--- src/core/tmc_defines.vh ---
// Offsets, field positions, reset values and timing counts of the 16-bit timer.
`ifndef TMC_DEFINES_VH
`define TMC_DEFINES_VH
`define TMC_ADDR_CTRL_B     8'h81
`define TMC_ADDR_CTRL_C     8'h82
`define TMC_ADDR_COUNT_L    8'h84
`define TMC_ADDR_COUNT_H    8'h85
`define TMC_ADDR_CAPT_L     8'h86
`define TMC_ADDR_CAPT_H     8'h87
`define TMC_ADDR_CMPA_L     8'h88
`define TMC_ADDR_CMPA_H     8'h89
`define TMC_ADDR_CMPB_L     8'h8A
`define TMC_ADDR_CMPB_H     8'h8B
`define TMC_CTRL_B_RESET    8'h00
`define TMC_CTRL_B_MASK     8'hDF
`define TMC_BIT_FILTER      7
`define TMC_BIT_EDGE        6
`define TMC_BIT_WGM3        4
`define TMC_BIT_WGM2        3
`define TMC_BIT_FORCE_A     7
`define TMC_BIT_FORCE_B     6
`define TMC_TOP_MAX         16'hFFFF
`define TMC_TOP_8BIT        16'h00FF
`define TMC_TOP_9BIT        16'h01FF
`define TMC_TOP_10BIT       16'h03FF
`define TMC_FILTER_SAMPLES  4
`define TMC_PRESC_WIDTH     10
`define TMC_DIV8_MASK       10'h0007
`define TMC_DIV64_MASK      10'h003F
`define TMC_DIV256_MASK     10'h00FF
`define TMC_DIV1024_MASK    10'h03FF
`endif

--- src/core/tmc_empty_placeholder_none.v ---
// Intentionally holds no module; keeps the design to its single logic file.
`timescale 1ns/1ns

--- src/core/tmc_timer16.v ---
// Sixteen-bit timer/counter with mode decoding, capture, prescaler, forced compare and byte access.
`timescale 1ns/1ns
`include "tmc_defines.vh"
module tmc_timer16 #(
  parameter FILTER_SAMPLES = `TMC_FILTER_SAMPLES
) (
  input  wire       ref_clk,
  input  wire       rst_b,
  input  wire [7:0] regAddr,
  input  wire [7:0] regWrData,
  input  wire       regWrEn,
  input  wire       regRdEn,
  input  wire [1:0] waveformModeLow,
  input  wire [1:0] compareOutputModeA,
  input  wire [1:0] compareOutputModeB,
  input  wire       capturePin,
  input  wire       externalClockPin,
  output reg  [7:0] regRdData,
  output reg        waveformOutputA,
  output reg        waveformOutputB,
  output reg        overflowFlagSet,
  output reg        captureFlagSet,
  output reg        compareMatchASet,
  output reg        compareMatchBSet
);

  localparam KIND_NORMAL = 2'h0;
  localparam KIND_FAST   = 2'h1;
  localparam KIND_PHASE  = 2'h2;
  localparam KIND_PFC    = 2'h3;

  reg  [7:0]                  ctrlB_reg;
  reg  [15:0]                 count_reg;
  reg                         countUp_reg;
  reg  [7:0]                  temp_reg;
  reg  [15:0]                 capture_reg;
  reg  [15:0]                 cmpA_reg;
  reg  [15:0]                 cmpB_reg;
  reg  [15:0]                 cmpABuf_reg;
  reg  [15:0]                 cmpBBuf_reg;
  reg                         block_reg;
  reg  [`TMC_PRESC_WIDTH-1:0] presc_reg;
  reg                         extPrev_reg;
  reg  [FILTER_SAMPLES-1:0]   capShift_reg;
  reg                         capFilt_reg;
  reg                         capPrev_reg;

  wire [3:0] mode = {ctrlB_reg[`TMC_BIT_WGM3], ctrlB_reg[`TMC_BIT_WGM2], waveformModeLow};
  wire [2:0] clkSel = ctrlB_reg[2:0];

  function [1:0] mode_kind;
    input [3:0] m;
    begin
      case (m)
        4'd1, 4'd2, 4'd3, 4'd10, 4'd11: mode_kind = KIND_PHASE;
        4'd5, 4'd6, 4'd7, 4'd14, 4'd15: mode_kind = KIND_FAST;
        4'd8, 4'd9:                     mode_kind = KIND_PFC;
        default:                        mode_kind = KIND_NORMAL;
      endcase
    end
  endfunction

  // Next level of one waveform output given its hit, the wrap to bottom and the count direction.
  function wave_next;
    input [1:0] kind;
    input [3:0] m;
    input [1:0] com;
    input       cur;
    input       hit;
    input       wrap;
    input       up;
    input       chanA;
    begin
      wave_next = cur;
      case (kind)
        KIND_NORMAL: begin
          if (hit) begin
            case (com)
              2'b01:   wave_next = ~cur;
              2'b10:   wave_next = 1'b0;
              2'b11:   wave_next = 1'b1;
              default: wave_next = cur;
            endcase
          end
        end
        KIND_FAST: begin
          case (com)
            2'b01:   wave_next = (hit && chanA && (m == 4'd14 || m == 4'd15)) ? ~cur : cur;
            2'b10:   wave_next = wrap ? 1'b1 : (hit ? 1'b0 : cur);
            2'b11:   wave_next = wrap ? 1'b0 : (hit ? 1'b1 : cur);
            default: wave_next = cur;
          endcase
        end
        default: begin
          case (com)
            2'b01:   wave_next = (hit && chanA && (m == 4'd9 || m == 4'd11)) ? ~cur : cur;
            2'b10:   wave_next = hit ? ~up : cur;
            2'b11:   wave_next = hit ? up : cur;
            default: wave_next = cur;
          endcase
        end
      endcase
    end
  endfunction

  wire [1:0] kind = mode_kind(mode);
  reg  [15:0] top;

  always @* begin
    case (mode)
      4'd1, 4'd5:                  top = `TMC_TOP_8BIT;
      4'd2, 4'd6:                  top = `TMC_TOP_9BIT;
      4'd3, 4'd7:                  top = `TMC_TOP_10BIT;
      4'd4, 4'd9, 4'd11, 4'd15:    top = cmpA_reg;
      4'd8, 4'd10, 4'd12, 4'd14:   top = capture_reg;
      default:                     top = `TMC_TOP_MAX;
    endcase
  end

  // Capture-as-top modes free the capture register for use as a limit.
  wire captureIsTop = (mode == 4'd8) || (mode == 4'd10) || (mode == 4'd12) || (mode == 4'd14);

  wire extNow = externalClockPin;
  reg  tick;
  always @* begin
    case (clkSel)
      3'b001:  tick = 1'b1;
      3'b010:  tick = (presc_reg & `TMC_DIV8_MASK) == `TMC_DIV8_MASK;
      3'b011:  tick = (presc_reg & `TMC_DIV64_MASK) == `TMC_DIV64_MASK;
      3'b100:  tick = (presc_reg & `TMC_DIV256_MASK) == `TMC_DIV256_MASK;
      3'b101:  tick = (presc_reg & `TMC_DIV1024_MASK) == `TMC_DIV1024_MASK;
      3'b110:  tick = extPrev_reg & ~extNow;
      3'b111:  tick = ~extPrev_reg & extNow;
      default: tick = 1'b0;
    endcase
  end

  // Counting sequence for the selected kind; events flag top and bottom.
  reg [15:0] countNext;
  reg        upNext;
  reg        topEvt;
  reg        botEvt;
  always @* begin
    countNext = count_reg;
    upNext    = countUp_reg;
    topEvt    = 1'b0;
    botEvt    = 1'b0;
    if (tick) begin
      case (kind)
        KIND_FAST: begin
          if (count_reg >= top) begin
            countNext = 16'h0000;
            topEvt    = 1'b1;
          end else begin
            countNext = count_reg + 16'h0001;
          end
        end
        KIND_PHASE, KIND_PFC: begin
          if (countUp_reg) begin
            if (count_reg >= top) begin
              countNext = count_reg - 16'h0001;
              upNext    = 1'b0;
              topEvt    = 1'b1;
            end else begin
              countNext = count_reg + 16'h0001;
            end
          end else if (count_reg == 16'h0000) begin
            countNext = 16'h0001;
            upNext    = 1'b1;
            botEvt    = 1'b1;
          end else begin
            countNext = count_reg - 16'h0001;
          end
        end
        default: begin
          topEvt    = count_reg == top;
          countNext = (count_reg == top) ? 16'h0000 : count_reg + 16'h0001;
        end
      endcase
    end
  end

  wire overflowEvt = (kind == KIND_NORMAL) ? (tick && count_reg == `TMC_TOP_MAX) :
                     (kind == KIND_FAST)   ? topEvt :
                     botEvt;
  wire updateEvt   = (kind == KIND_PHASE) ? topEvt :
                     botEvt | (kind == KIND_FAST && topEvt);
  wire matchA = tick && !block_reg && count_reg == cmpA_reg;
  wire matchB = tick && !block_reg && count_reg == cmpB_reg;

  wire isWrite = regWrEn;
  wire wrCtrlC = isWrite && regAddr == `TMC_ADDR_CTRL_C;
  wire forceA  = wrCtrlC && regWrData[`TMC_BIT_FORCE_A] && kind == KIND_NORMAL;
  wire forceB  = wrCtrlC && regWrData[`TMC_BIT_FORCE_B] && kind == KIND_NORMAL;
  wire wrCountL = isWrite && regAddr == `TMC_ADDR_COUNT_L;

  // The filter needs its whole window equal before the filtered level may move.
  wire filterAll1 = &capShift_reg;
  wire filterAll0 = ~|capShift_reg;
  wire capNext = ctrlB_reg[`TMC_BIT_FILTER] ?
                 (filterAll1 ? 1'b1 : (filterAll0 ? 1'b0 : capFilt_reg)) : capturePin;
  wire capEdge = ctrlB_reg[`TMC_BIT_EDGE] ? (capFilt_reg & ~capPrev_reg) :
                 (~capFilt_reg & capPrev_reg);
  wire captureEvt = capEdge && !captureIsTop;

  always @(posedge ref_clk or negedge rst_b) begin
    if (!rst_b) begin
      ctrlB_reg        <= `TMC_CTRL_B_RESET;
      count_reg        <= 16'h0000;
      countUp_reg      <= 1'b1;
      temp_reg         <= 8'h00;
      capture_reg      <= 16'h0000;
      cmpA_reg         <= 16'h0000;
      cmpB_reg         <= 16'h0000;
      cmpABuf_reg      <= 16'h0000;
      cmpBBuf_reg      <= 16'h0000;
      block_reg        <= 1'b0;
      presc_reg        <= {`TMC_PRESC_WIDTH{1'b0}};
      extPrev_reg      <= 1'b0;
      capShift_reg     <= {FILTER_SAMPLES{1'b0}};
      capFilt_reg      <= 1'b0;
      capPrev_reg      <= 1'b0;
      regRdData        <= 8'h00;
      waveformOutputA  <= 1'b0;
      waveformOutputB  <= 1'b0;
      overflowFlagSet  <= 1'b0;
      captureFlagSet   <= 1'b0;
      compareMatchASet <= 1'b0;
      compareMatchBSet <= 1'b0;
    end else begin
      presc_reg    <= presc_reg + {{(`TMC_PRESC_WIDTH-1){1'b0}}, 1'b1};
      extPrev_reg  <= extNow;
      capShift_reg <= {capShift_reg[FILTER_SAMPLES-2:0], capturePin};
      capFilt_reg  <= capNext;
      capPrev_reg  <= capFilt_reg;

      // A software counter write takes precedence over the tick in the same cycle.
      if (wrCountL) begin
        count_reg <= {temp_reg, regWrData};
        block_reg <= 1'b1;
      end else begin
        count_reg   <= countNext;
        countUp_reg <= upNext;
        if (tick) begin
          block_reg <= 1'b0;
        end
      end

      if (updateEvt && kind != KIND_NORMAL) begin
        cmpA_reg <= cmpABuf_reg;
        cmpB_reg <= cmpBBuf_reg;
      end else if (kind == KIND_NORMAL) begin
        cmpA_reg <= cmpABuf_reg;
        cmpB_reg <= cmpBBuf_reg;
      end

      if (captureEvt) begin
        capture_reg <= count_reg;
      end else if (isWrite && regAddr == `TMC_ADDR_CAPT_L) begin
        capture_reg <= {temp_reg, regWrData};
      end

      overflowFlagSet  <= overflowEvt;
      captureFlagSet   <= captureEvt;
      compareMatchASet <= matchA;
      compareMatchBSet <= matchB;

      waveformOutputA <= wave_next(kind, mode, compareOutputModeA, waveformOutputA,
                                   matchA | forceA, updateEvt & (kind == KIND_FAST), countUp_reg, 1'b1);
      waveformOutputB <= wave_next(kind, mode, compareOutputModeB, waveformOutputB,
                                   matchB | forceB, updateEvt & (kind == KIND_FAST), countUp_reg, 1'b0);

      if (isWrite) begin
        case (regAddr)
          `TMC_ADDR_CTRL_B: ctrlB_reg   <= regWrData & `TMC_CTRL_B_MASK;
          `TMC_ADDR_COUNT_H,
          `TMC_ADDR_CAPT_H,
          `TMC_ADDR_CMPA_H,
          `TMC_ADDR_CMPB_H: temp_reg    <= regWrData;
          `TMC_ADDR_CMPA_L: cmpABuf_reg <= {temp_reg, regWrData};
          `TMC_ADDR_CMPB_L: cmpBBuf_reg <= {temp_reg, regWrData};
          default:          temp_reg    <= temp_reg;
        endcase
      end

      if (regRdEn) begin
        case (regAddr)
          `TMC_ADDR_CTRL_B: regRdData <= ctrlB_reg & `TMC_CTRL_B_MASK;
          `TMC_ADDR_CTRL_C: regRdData <= 8'h00;
          `TMC_ADDR_COUNT_L: begin
            regRdData <= count_reg[7:0];
            temp_reg  <= count_reg[15:8];
          end
          `TMC_ADDR_CAPT_L: begin
            regRdData <= capture_reg[7:0];
            temp_reg  <= capture_reg[15:8];
          end
          `TMC_ADDR_COUNT_H,
          `TMC_ADDR_CAPT_H: regRdData <= temp_reg;
          `TMC_ADDR_CMPA_L: regRdData <= cmpABuf_reg[7:0];
          `TMC_ADDR_CMPA_H: regRdData <= cmpABuf_reg[15:8];
          `TMC_ADDR_CMPB_L: regRdData <= cmpBBuf_reg[7:0];
          `TMC_ADDR_CMPB_H: regRdData <= cmpBBuf_reg[15:8];
          default:          regRdData <= 8'h00;
        endcase
      end
    end
  end

endmodule // tmc_timer16

--- config.mk ---
export PLATFORM = sky130hd
export DESIGN_NAME = tmc_timer16
export DESIGN_NICKNAME = d
export VERILOG_FILES = /design/src/core/tmc_empty_placeholder_none.v /design/src/core/tmc_timer16.v
export VERILOG_INCLUDE_DIRS = /design/src /design/src/core
export SDC_FILE = /design/constraint.sdc
export NUM_CORES = 1
export LEC_CHECK = 0
export BUFFER_PORTS_ARGS = -buffer_cell sky130_fd_sc_hd__buf_2
export CAP_MARGIN = 10
export CORE_MARGIN = 5
export CORE_UTILIZATION = 23
export CTS_BUF_LIST = sky130_fd_sc_hd__clkbuf_4
export CTS_CLUSTER_DIAMETER = 150
export DETAILED_ROUTE_END_ITERATION = 6
export GPL_ROUTABILITY_DRIVEN = 0
export PLACE_DENSITY = 0.36
export SLEW_MARGIN = 20
export SYNTH_ARGS = -nofsm -noshare
export SYNTH_HDL_FRONTEND = slang
export SYNTH_SLANG_ARGS = --single-unit
--- constraint.sdc ---
create_clock -name ref_clk -period 3.85 [get_ports ref_clk]
set_input_delay 0.5775 -clock ref_clk [delete_from_list [all_inputs] [get_ports ref_clk]]
set_output_delay 0.5775 -clock ref_clk [all_outputs]
set_load 0.02 [all_outputs]
# Word-level counts from Yosys, hierarchy flattened
# Memory sizes are Yosys's and may differ from the RTL's.
# Index checks and enable logic that the tools add are counted.
totals:
  rom_bits: 32
  mem_bits_rw: 0
  out_inout_bits: 14
  register_bits: 144
  latch_bits: 0
  elab_cells: 217
  n_memories: 1
mem_list:
  columns: ["name", "depth", "word_bits", "rd", "rd_ports_with_merged_regs", "write_ports", "line", "text"]
  rows:
  - ["(no name shown)", 16, 2, 1, 0, 0, "tmc_timer16.v:54", "case (m)"]
op_classes:
  addsub: 3
  n_shift: 0
  bitwise_logic: 16
  div_mod_pow: 0
  reduce_logical: 48
  mux: 64
  n_lt_le_gt_ge: 1
  n_eq_ne: 62
  multipliers: 0
op_table:
  columns: ["op", "count"]
  rows:
  - ["two-way mux 16 bit", 13]
  - ["== test 8 bit (second input constant)", 11]
  - ["one-hot mux 16 bit (5 select lines)", 1]
  - ["one-hot mux 8 bit (8 select lines)", 1]
  - ["== test 16 bit", 3]
  - ["two-way mux 1 bit", 34]
  - ["one-hot mux 16 bit (2 select lines)", 1]
  - ["!= test 3 bit (second input constant)", 10]
  - ["== test 4 bit (second input constant)", 7]
  - ["two-way mux 8 bit", 3]
  - ["adder 16 x 1 -> 16 bit (second input constant)", 1]
  - ["== test 16 bit (second input constant)", 1]
  - ["== test 4 x 3 -> 1 bit (second input constant)", 4]
  - [">= comparator 16 bit", 1]
  - ["logical AND 1 bit", 16]
  - ["logical NOT 16 bit", 1]
  - ["one-hot mux 8 bit (2 select lines)", 1]
  - ["AND reduction 8 bit", 2]
  - ["OR reduction 4 bit", 4]
  - ["subtractor 16 x 1 -> 16 bit (second input constant)", 1]
  - ["== test 3 bit (second input constant)", 5]
  - ["== test 2 bit (second input constant)", 6]
  - ["one-hot mux 1 bit (3 select lines)", 4]
  - ["adder 10 x 1 -> 10 bit (second input constant)", 1]
  - ["other kinds (24)", 62]

# Longest topological paths before layout
depth:
  ltp_word: 15
  depth_mapped: 16

# Least setup slack after synthesis
# No wires, ideal clock.
synth_timing:
  path_kind: "input port to flip-flop"
  start: "input port waveformModeLow[1]"
  end: "register count_reg[5]"
  path_buffers: 1
  setup_time_ns: 0.129
  path_slack_ns: 0.017
  stages: 13
  required_time_ns: 3.721
  arrival_time_ns: 3.704
  cell_sequence: "buf_2 > nor2_1 > o21ai_1 > nor2_1 > nor2_1 > ha_1 > nand4_1 > or3_1 > a21o_1 > a41oi_1 > nor2_1 > a221oi_1 > o31ai_1"
synth_via:
  elab_chain_cells: 9
synth_rtl:
  columns: ["item", "line", "text"]
  rows:
  - ["from (decl)", "tmc_timer16.v:13", "input wire [1:0] waveformModeLow,"]
  - ["== test 4 bit, or another cell as far along", "tmc_timer16.v:110", "case (mode)"]
  - ["OR reduction 4 bit or OR reduction 2 bit (tied branches)", "tmc_timer16.v:110", null]
  - ["one-hot mux 16 bit (5 select lines)", "tmc_timer16.v:110", null]
  - [">= comparator 16 bit", "tmc_timer16.v:151, tmc_timer16.v:160", null]
  - ["two-way mux 16 bit", "tmc_timer16.v:160", "if (count_reg >= top) begin"]
  - ["two-way mux 16 bit", "tmc_timer16.v:159", "if (countUp_reg) begin"]
  - ["one-hot mux 16 bit (2 select lines) *", "tmc_timer16.v:149", "case (kind)"]
  - ["two-way mux 16 bit *", "tmc_timer16.v:148", "if (tick) begin"]
  - ["two-way mux 16 bit *", "tmc_timer16.v:238", "if (wrCountL) begin"]
  - ["to (signal assigned)", "tmc_timer16.v:239", "count_reg <= {temp_reg, regWrData};"]
  - ["to (signal assigned)", "tmc_timer16.v:242", "count_reg <= countNext;"]
  - ["to (decl)", "tmc_timer16.v:33", "reg [15:0] count_reg;"]
# Mark *: on every way between the ends. The rest lies on a longest branch, timed or not. The select of a mux whose other input is x is not followed.
# A chain may end at the register's enable or synchronous reset.

# Final worst setup path
layout_timing:
  start: "register ctrlB_reg[4]"
  end: "register cmpB_reg[0]"
layout_via:
  elab_chain_cells: 13
layout_rtl:
  columns: ["item", "line", "text"]
  rows:
  - ["from (decl)", "tmc_timer16.v:32", "reg [7:0] ctrlB_reg;"]
  - ["from (signal assigned)", "tmc_timer16.v:208", "ctrlB_reg <= `TMC_CTRL_B_RESET;"]
  - ["from (signal assigned)", "tmc_timer16.v:275", "`TMC_ADDR_CTRL_B: ctrlB_reg <= regWrData & `TMC_CTRL_B_MASK;"]
  - ["== test 4 bit, or another cell as far along", "tmc_timer16.v:110", null]
  - ["OR reduction 4 bit or OR reduction 2 bit (tied branches)", "tmc_timer16.v:110", null]
  - ["one-hot mux 16 bit (5 select lines)", "tmc_timer16.v:110", null]
  - [">= comparator 16 bit", "tmc_timer16.v:151, tmc_timer16.v:160", null]
  - ["two-way mux 1 bit", "tmc_timer16.v:151, tmc_timer16.v:160", null]
  - ["two-way mux 1 bit", "tmc_timer16.v:159", null]
  - ["one-hot mux 1 bit (2 select lines)", "tmc_timer16.v:149", null]
  - ["two-way mux 1 bit", "tmc_timer16.v:148", null]
  - ["logical AND 1 bit", "tmc_timer16.v:187", "botEvt | (kind == KIND_FAST && topEvt);"]
  - ["OR 1 bit", "tmc_timer16.v:187", null]
  - ["two-way mux 1 bit", "tmc_timer16.v:186", "wire updateEvt = (kind == KIND_PHASE) ? topEvt :"]
  - ["logical AND 1 bit", "tmc_timer16.v:249", "if (updateEvt && kind != KIND_NORMAL) begin"]
  - ["two-way mux 16 bit or nonzero test 2 bit (tied branches)", null, null]
  - ["to (signal assigned)", "tmc_timer16.v:251", "cmpB_reg <= cmpBBuf_reg;"]
  - ["to (signal assigned)", "tmc_timer16.v:254", "cmpB_reg <= cmpBBuf_reg;"]
  - ["to (decl)", "tmc_timer16.v:38", "reg [15:0] cmpB_reg;"]
# Several ways; a longest one is shown, not always the timed one.

==> implementation parameters <==
Parameter                              Value

Outcome
  Outcome ... finished, final reports clean

Die
  Die outline area ... around 0.042 mm^2
  Core area ... ~0.038 mm^2
  Std-Cell Rows ... between 70 and 80
  Vertical die dimension ... approximately 210 um
  Initial standard-cell utilization of the core ... 23.3%
  Boundary pin count ... 42
  Floorplan die width ... a little over 200 um

Global route
  Global-route wire length before repair ... about 50000 um
  Number of antenna violations at the first check in global routing ... 1
  Met3 Usage GRT ... under 10%
  Maximum number of pins on one net before global-route repair ... approximately 110
  GR Util met1 ... between 20% and 30%
  Number of global-route vias before repair ... 7325
  Met2 global-route usage ... approximately a quarter
  Total routing resource utilization after global routing ... 16.4%
  Most used routing layer ... met1
  Sum of overflow across all layers after global routing ... 0

Pwr
  Relative contribution of sequential cells to total power ... 44.9%
  Maximum ir drop on the vdd rail ... around 170 uV
  Clock share of power ... roughly a quarter
  Combinational Power Share ... a little under a third
  P per Cell Area ... 432 mW/mm^2
  Reported net switching power ... between 1.5 and 2 mW
  Internal Power ... around 2.6 mW
  Static leakage ... 4.54 nW
  Tot Pwr ... approximately 4.4 mW
  Switching share of power ... just over 40%

Yosys
  EDFF count, synth ... 0
  Cells after synthesis ... ~900
  Syn. warnings ... 0
  Yosys reg bits ... approximately 140
  Unique cell type count in the Yosys netlist ... 70
  Post-synthesis async set-or-reset flop share ... 100%
  Post-synthesis cell area ... ~0.0088 mm^2
  Part of the Yosys area used for sequential elements ... roughly two fifths
  Most instantiated flip-flop cell in the synthesis netlist ... dfrtp_1
  Mean instance size in the synthesized netlist ... a little under 10 um^2
  Syn Nets ... around 950

Worst setup path
  Buf/Inv on CP ... 3
  Data required time at the worst endpoint ... roughly 4400 ps
  Maximum cell stage delay along the critical path ... ~450 ps
  Critical-path maximum fanout ... 24
  Sort of element at the start of the critical path ... register
  Slowest stage cell, crit path ... dfrtp_1
  Critical path cell sequence ... buf_4 > nor3_1 > buf_4 > o21ai_0 > nor2b_1 > ha_1 > a21oi_1 > o21ai_0 > a22oi_1 > nand4_1 > o2111ai_1 > o311a_4 > buf_12 > mux2_1
  Family with the most delay on the worst path ... compound AO/OA/AOI/OAI gates
  Critical path class ... register to register
  CP endpoint kind ... register
  Data arrival time of the critical path ... 4050 ps

Route
  Residual DRC ... 0
  Vias/cell ... approximately 5
  Routed length per placed instance ... roughly 23 um
  Aggregate routed wire length ... ~34000 um
  Total number of vias ... approximately 7400
  Final ANT Viol Nets ... 0
  Number of DRC violations after detailed-routing iteration 0 ... approximately 700
  Number of detailed-route iterations in the first pass ... 6

Run
  Count of max-cap constraint violations ... 0

Layout
  Final-layout fill cell count ... 4050
  Layout net count ... 1002
  Non-filler cells, final ... approximately 1500
  Share of cells above drive strength 1 ... between 20% and 30%
  Syn-to-layout area delta ... 15.4%

Clock tree
  Num Clock Sinks ... 144
  Worst-path clk slew ... between 100 and 150 ps
  Number of H-tree branching levels ... 4
  Cts bufs inserted ... 17
  Root Driver ... clkbuf_4
  Deepest clock path buffer count ... 2
  Clock Latency Late Sink ... 620 ps
  Clock tree from TritonCTS ... built

STA
  Final cycle utilization of the critical path ... 92.1%
  Final worst path period need ... 3550 ps
  Fin. max-slew vios ... 0
  Final setup violation count ... 0
  Max frequency ... ~0.28 GHz
  Max-slew headroom ... 39.3%
  Hold violation count in the final report ... 0
  Slew at the pin closest to its max-slew limit ... about 900 ps
  RSZ-0062 raised after global routing ... false
  Worst-case clock skew ... about 36 ps

Place
  Dpl hpwl ... 25400 um
  Inst Count DP ... about 1400
  Number of port buffers ... between 40 and 50

Hold path
  Min-delay worst type ... primary input to register
repair_timing:
action	4_1_cts	5_1_grt
setup endpoints to repair	0	9
hold buffers	1	0
resized for setup	0	4
setup buffers	0	0
hold endpoints to repair	33	0
power groups by stage:
stage | Sequential, mW | Combinational, mW | Clock [mW]
after global routing | 1.99 | 1.48 | 1.18
final | 1.97 | 1.35 | 1.08
after CTS | 1.98 | 1.34 | 1.12
after global placement | 2.01 | 1.34 | 0
after floorplan | 1.80 | 0.886 | 0
after detailed placement | 2.00 | 1.33 | 0
cells in the final DEF (no fill, tap or decap), types with 6 or more instances in the layout:
cell,instances
o31ai_1,9
dfrtp_1,143
mux2_4,30
o21ai_0,59
mux2_2,44
a22oi_1,11
nand4_1,10
nand2_1,63
nor3_1,23
and2_1,6
inv_1,23
xnor2_1,7
nor2_1,61
nor2b_1,17
buf_4,53
a31oi_1,10
nand3_1,17
a21oi_1,47
a21o_1,7
buf_2,40
o22ai_1,14
nor4_1,18
ha_1,21
and3_1,16
clkbuf_4,17
a22o_1,11
o311ai_1,6
a211oi_1,16
mux2i_1,30
xor2_1,39
final cells by class:
cell class / instances / area, um^2 / share of cell area, %
diodes: 1 / 2.50 / 0.0246
clock buffers: 17 / 128 / 1.26
clock inverters: 15 / 159 / 1.56
inverters: 23 / 86.3 / 0.849
multi-input cells: 669 / 4870 / 47.9
flip-flops and latches: 144 / 3600 / 35.5
well taps: 511 / 639 / 6.29
repair buffers: 98 / 679 / 6.68
layer usage:
layer,wire length (um),vias to the layer above
met5,0,-
met4,589,0
met3,1460,36
met2,15000,213
met1,17300,3709
li1,-,3421
final timing paths:
check | start | to | slack, ps | cells past startpoint
min reg2reg | capShift_reg[1]$_DFF_PN0_ | capShift_reg[2]$_DFF_PN0_ | 390 | 0
max in group asynchronous | rst_b | presc_reg[0]$_DFF_PN0_ | 2400 | 3
min in group asynchronous | rst_b | compareMatchBSet$_DFF_PN0_ | 400 | 2
max reg2reg | ctrlB_reg[4]$_DFFE_PN0P_ | cmpB_reg[0]$_DFFE_PN0P_ | 300 | 14
min | capturePin | capShift_reg[0]$_DFF_PN0_ | 100 | 1
max | ctrlB_reg[4]$_DFFE_PN0P_ | cmpB_reg[0]$_DFFE_PN0P_ | 300 | 14
cell usage after synthesis (21+ instances only):
cell	count	area (um^2)
a21oi_1	48	240
clkbuf_1	47	176
dfrtp_1	143	3580
ha_1	21	263
inv_1	23	86.3
mux2_2	44	495
mux2_4	30	450
mux2i_1	30	300
nand2_1	63	236
nor2_1	63	236
nor3_1	23	115
o21ai_0	59	295
xor2_1	39	342
kinds of logic (layout without fill, tap and decap cells):
group                    Yosys count  after routing  synth area share, %
AND/OR/NAND/NOR                  267            267                 15.4
AO/OA/AOI/OAI                    225            225                 16.7
flip-flops                       144            144                 40.9
multiplexers                     110            110                 15.4
buffers and inverters             85            153                 4.01
XOR/XNOR                          46             46                 4.57
adder cells (fa/ha/maj)           21             21                 2.98
other                              0              1                    0
through the flow:
| step | TNS, ps | instance area (um^2) | utilization, % | hold slack, ps | worst slack (ps) |
|---|---|---|---|---|---|
| after floorplan | 0 | 8810 | - | 282 | 17.0 |
| after global routing | 0 | 10200 | 26.9 | 38.8 | 9.47 |
| final | 0 | 10200 | 26.9 | 96.1 | 303 |
| after CTS | 0 | 10100 | 26.9 | 40.3 | 129 |
| after detailed placement | -195 | 9850 | 26.1 | 364 | -120 |
| after global placement | -77.5 | 9850 | 26.1 | 364 | -54.1 |
(Power assumes the default switching activity.)
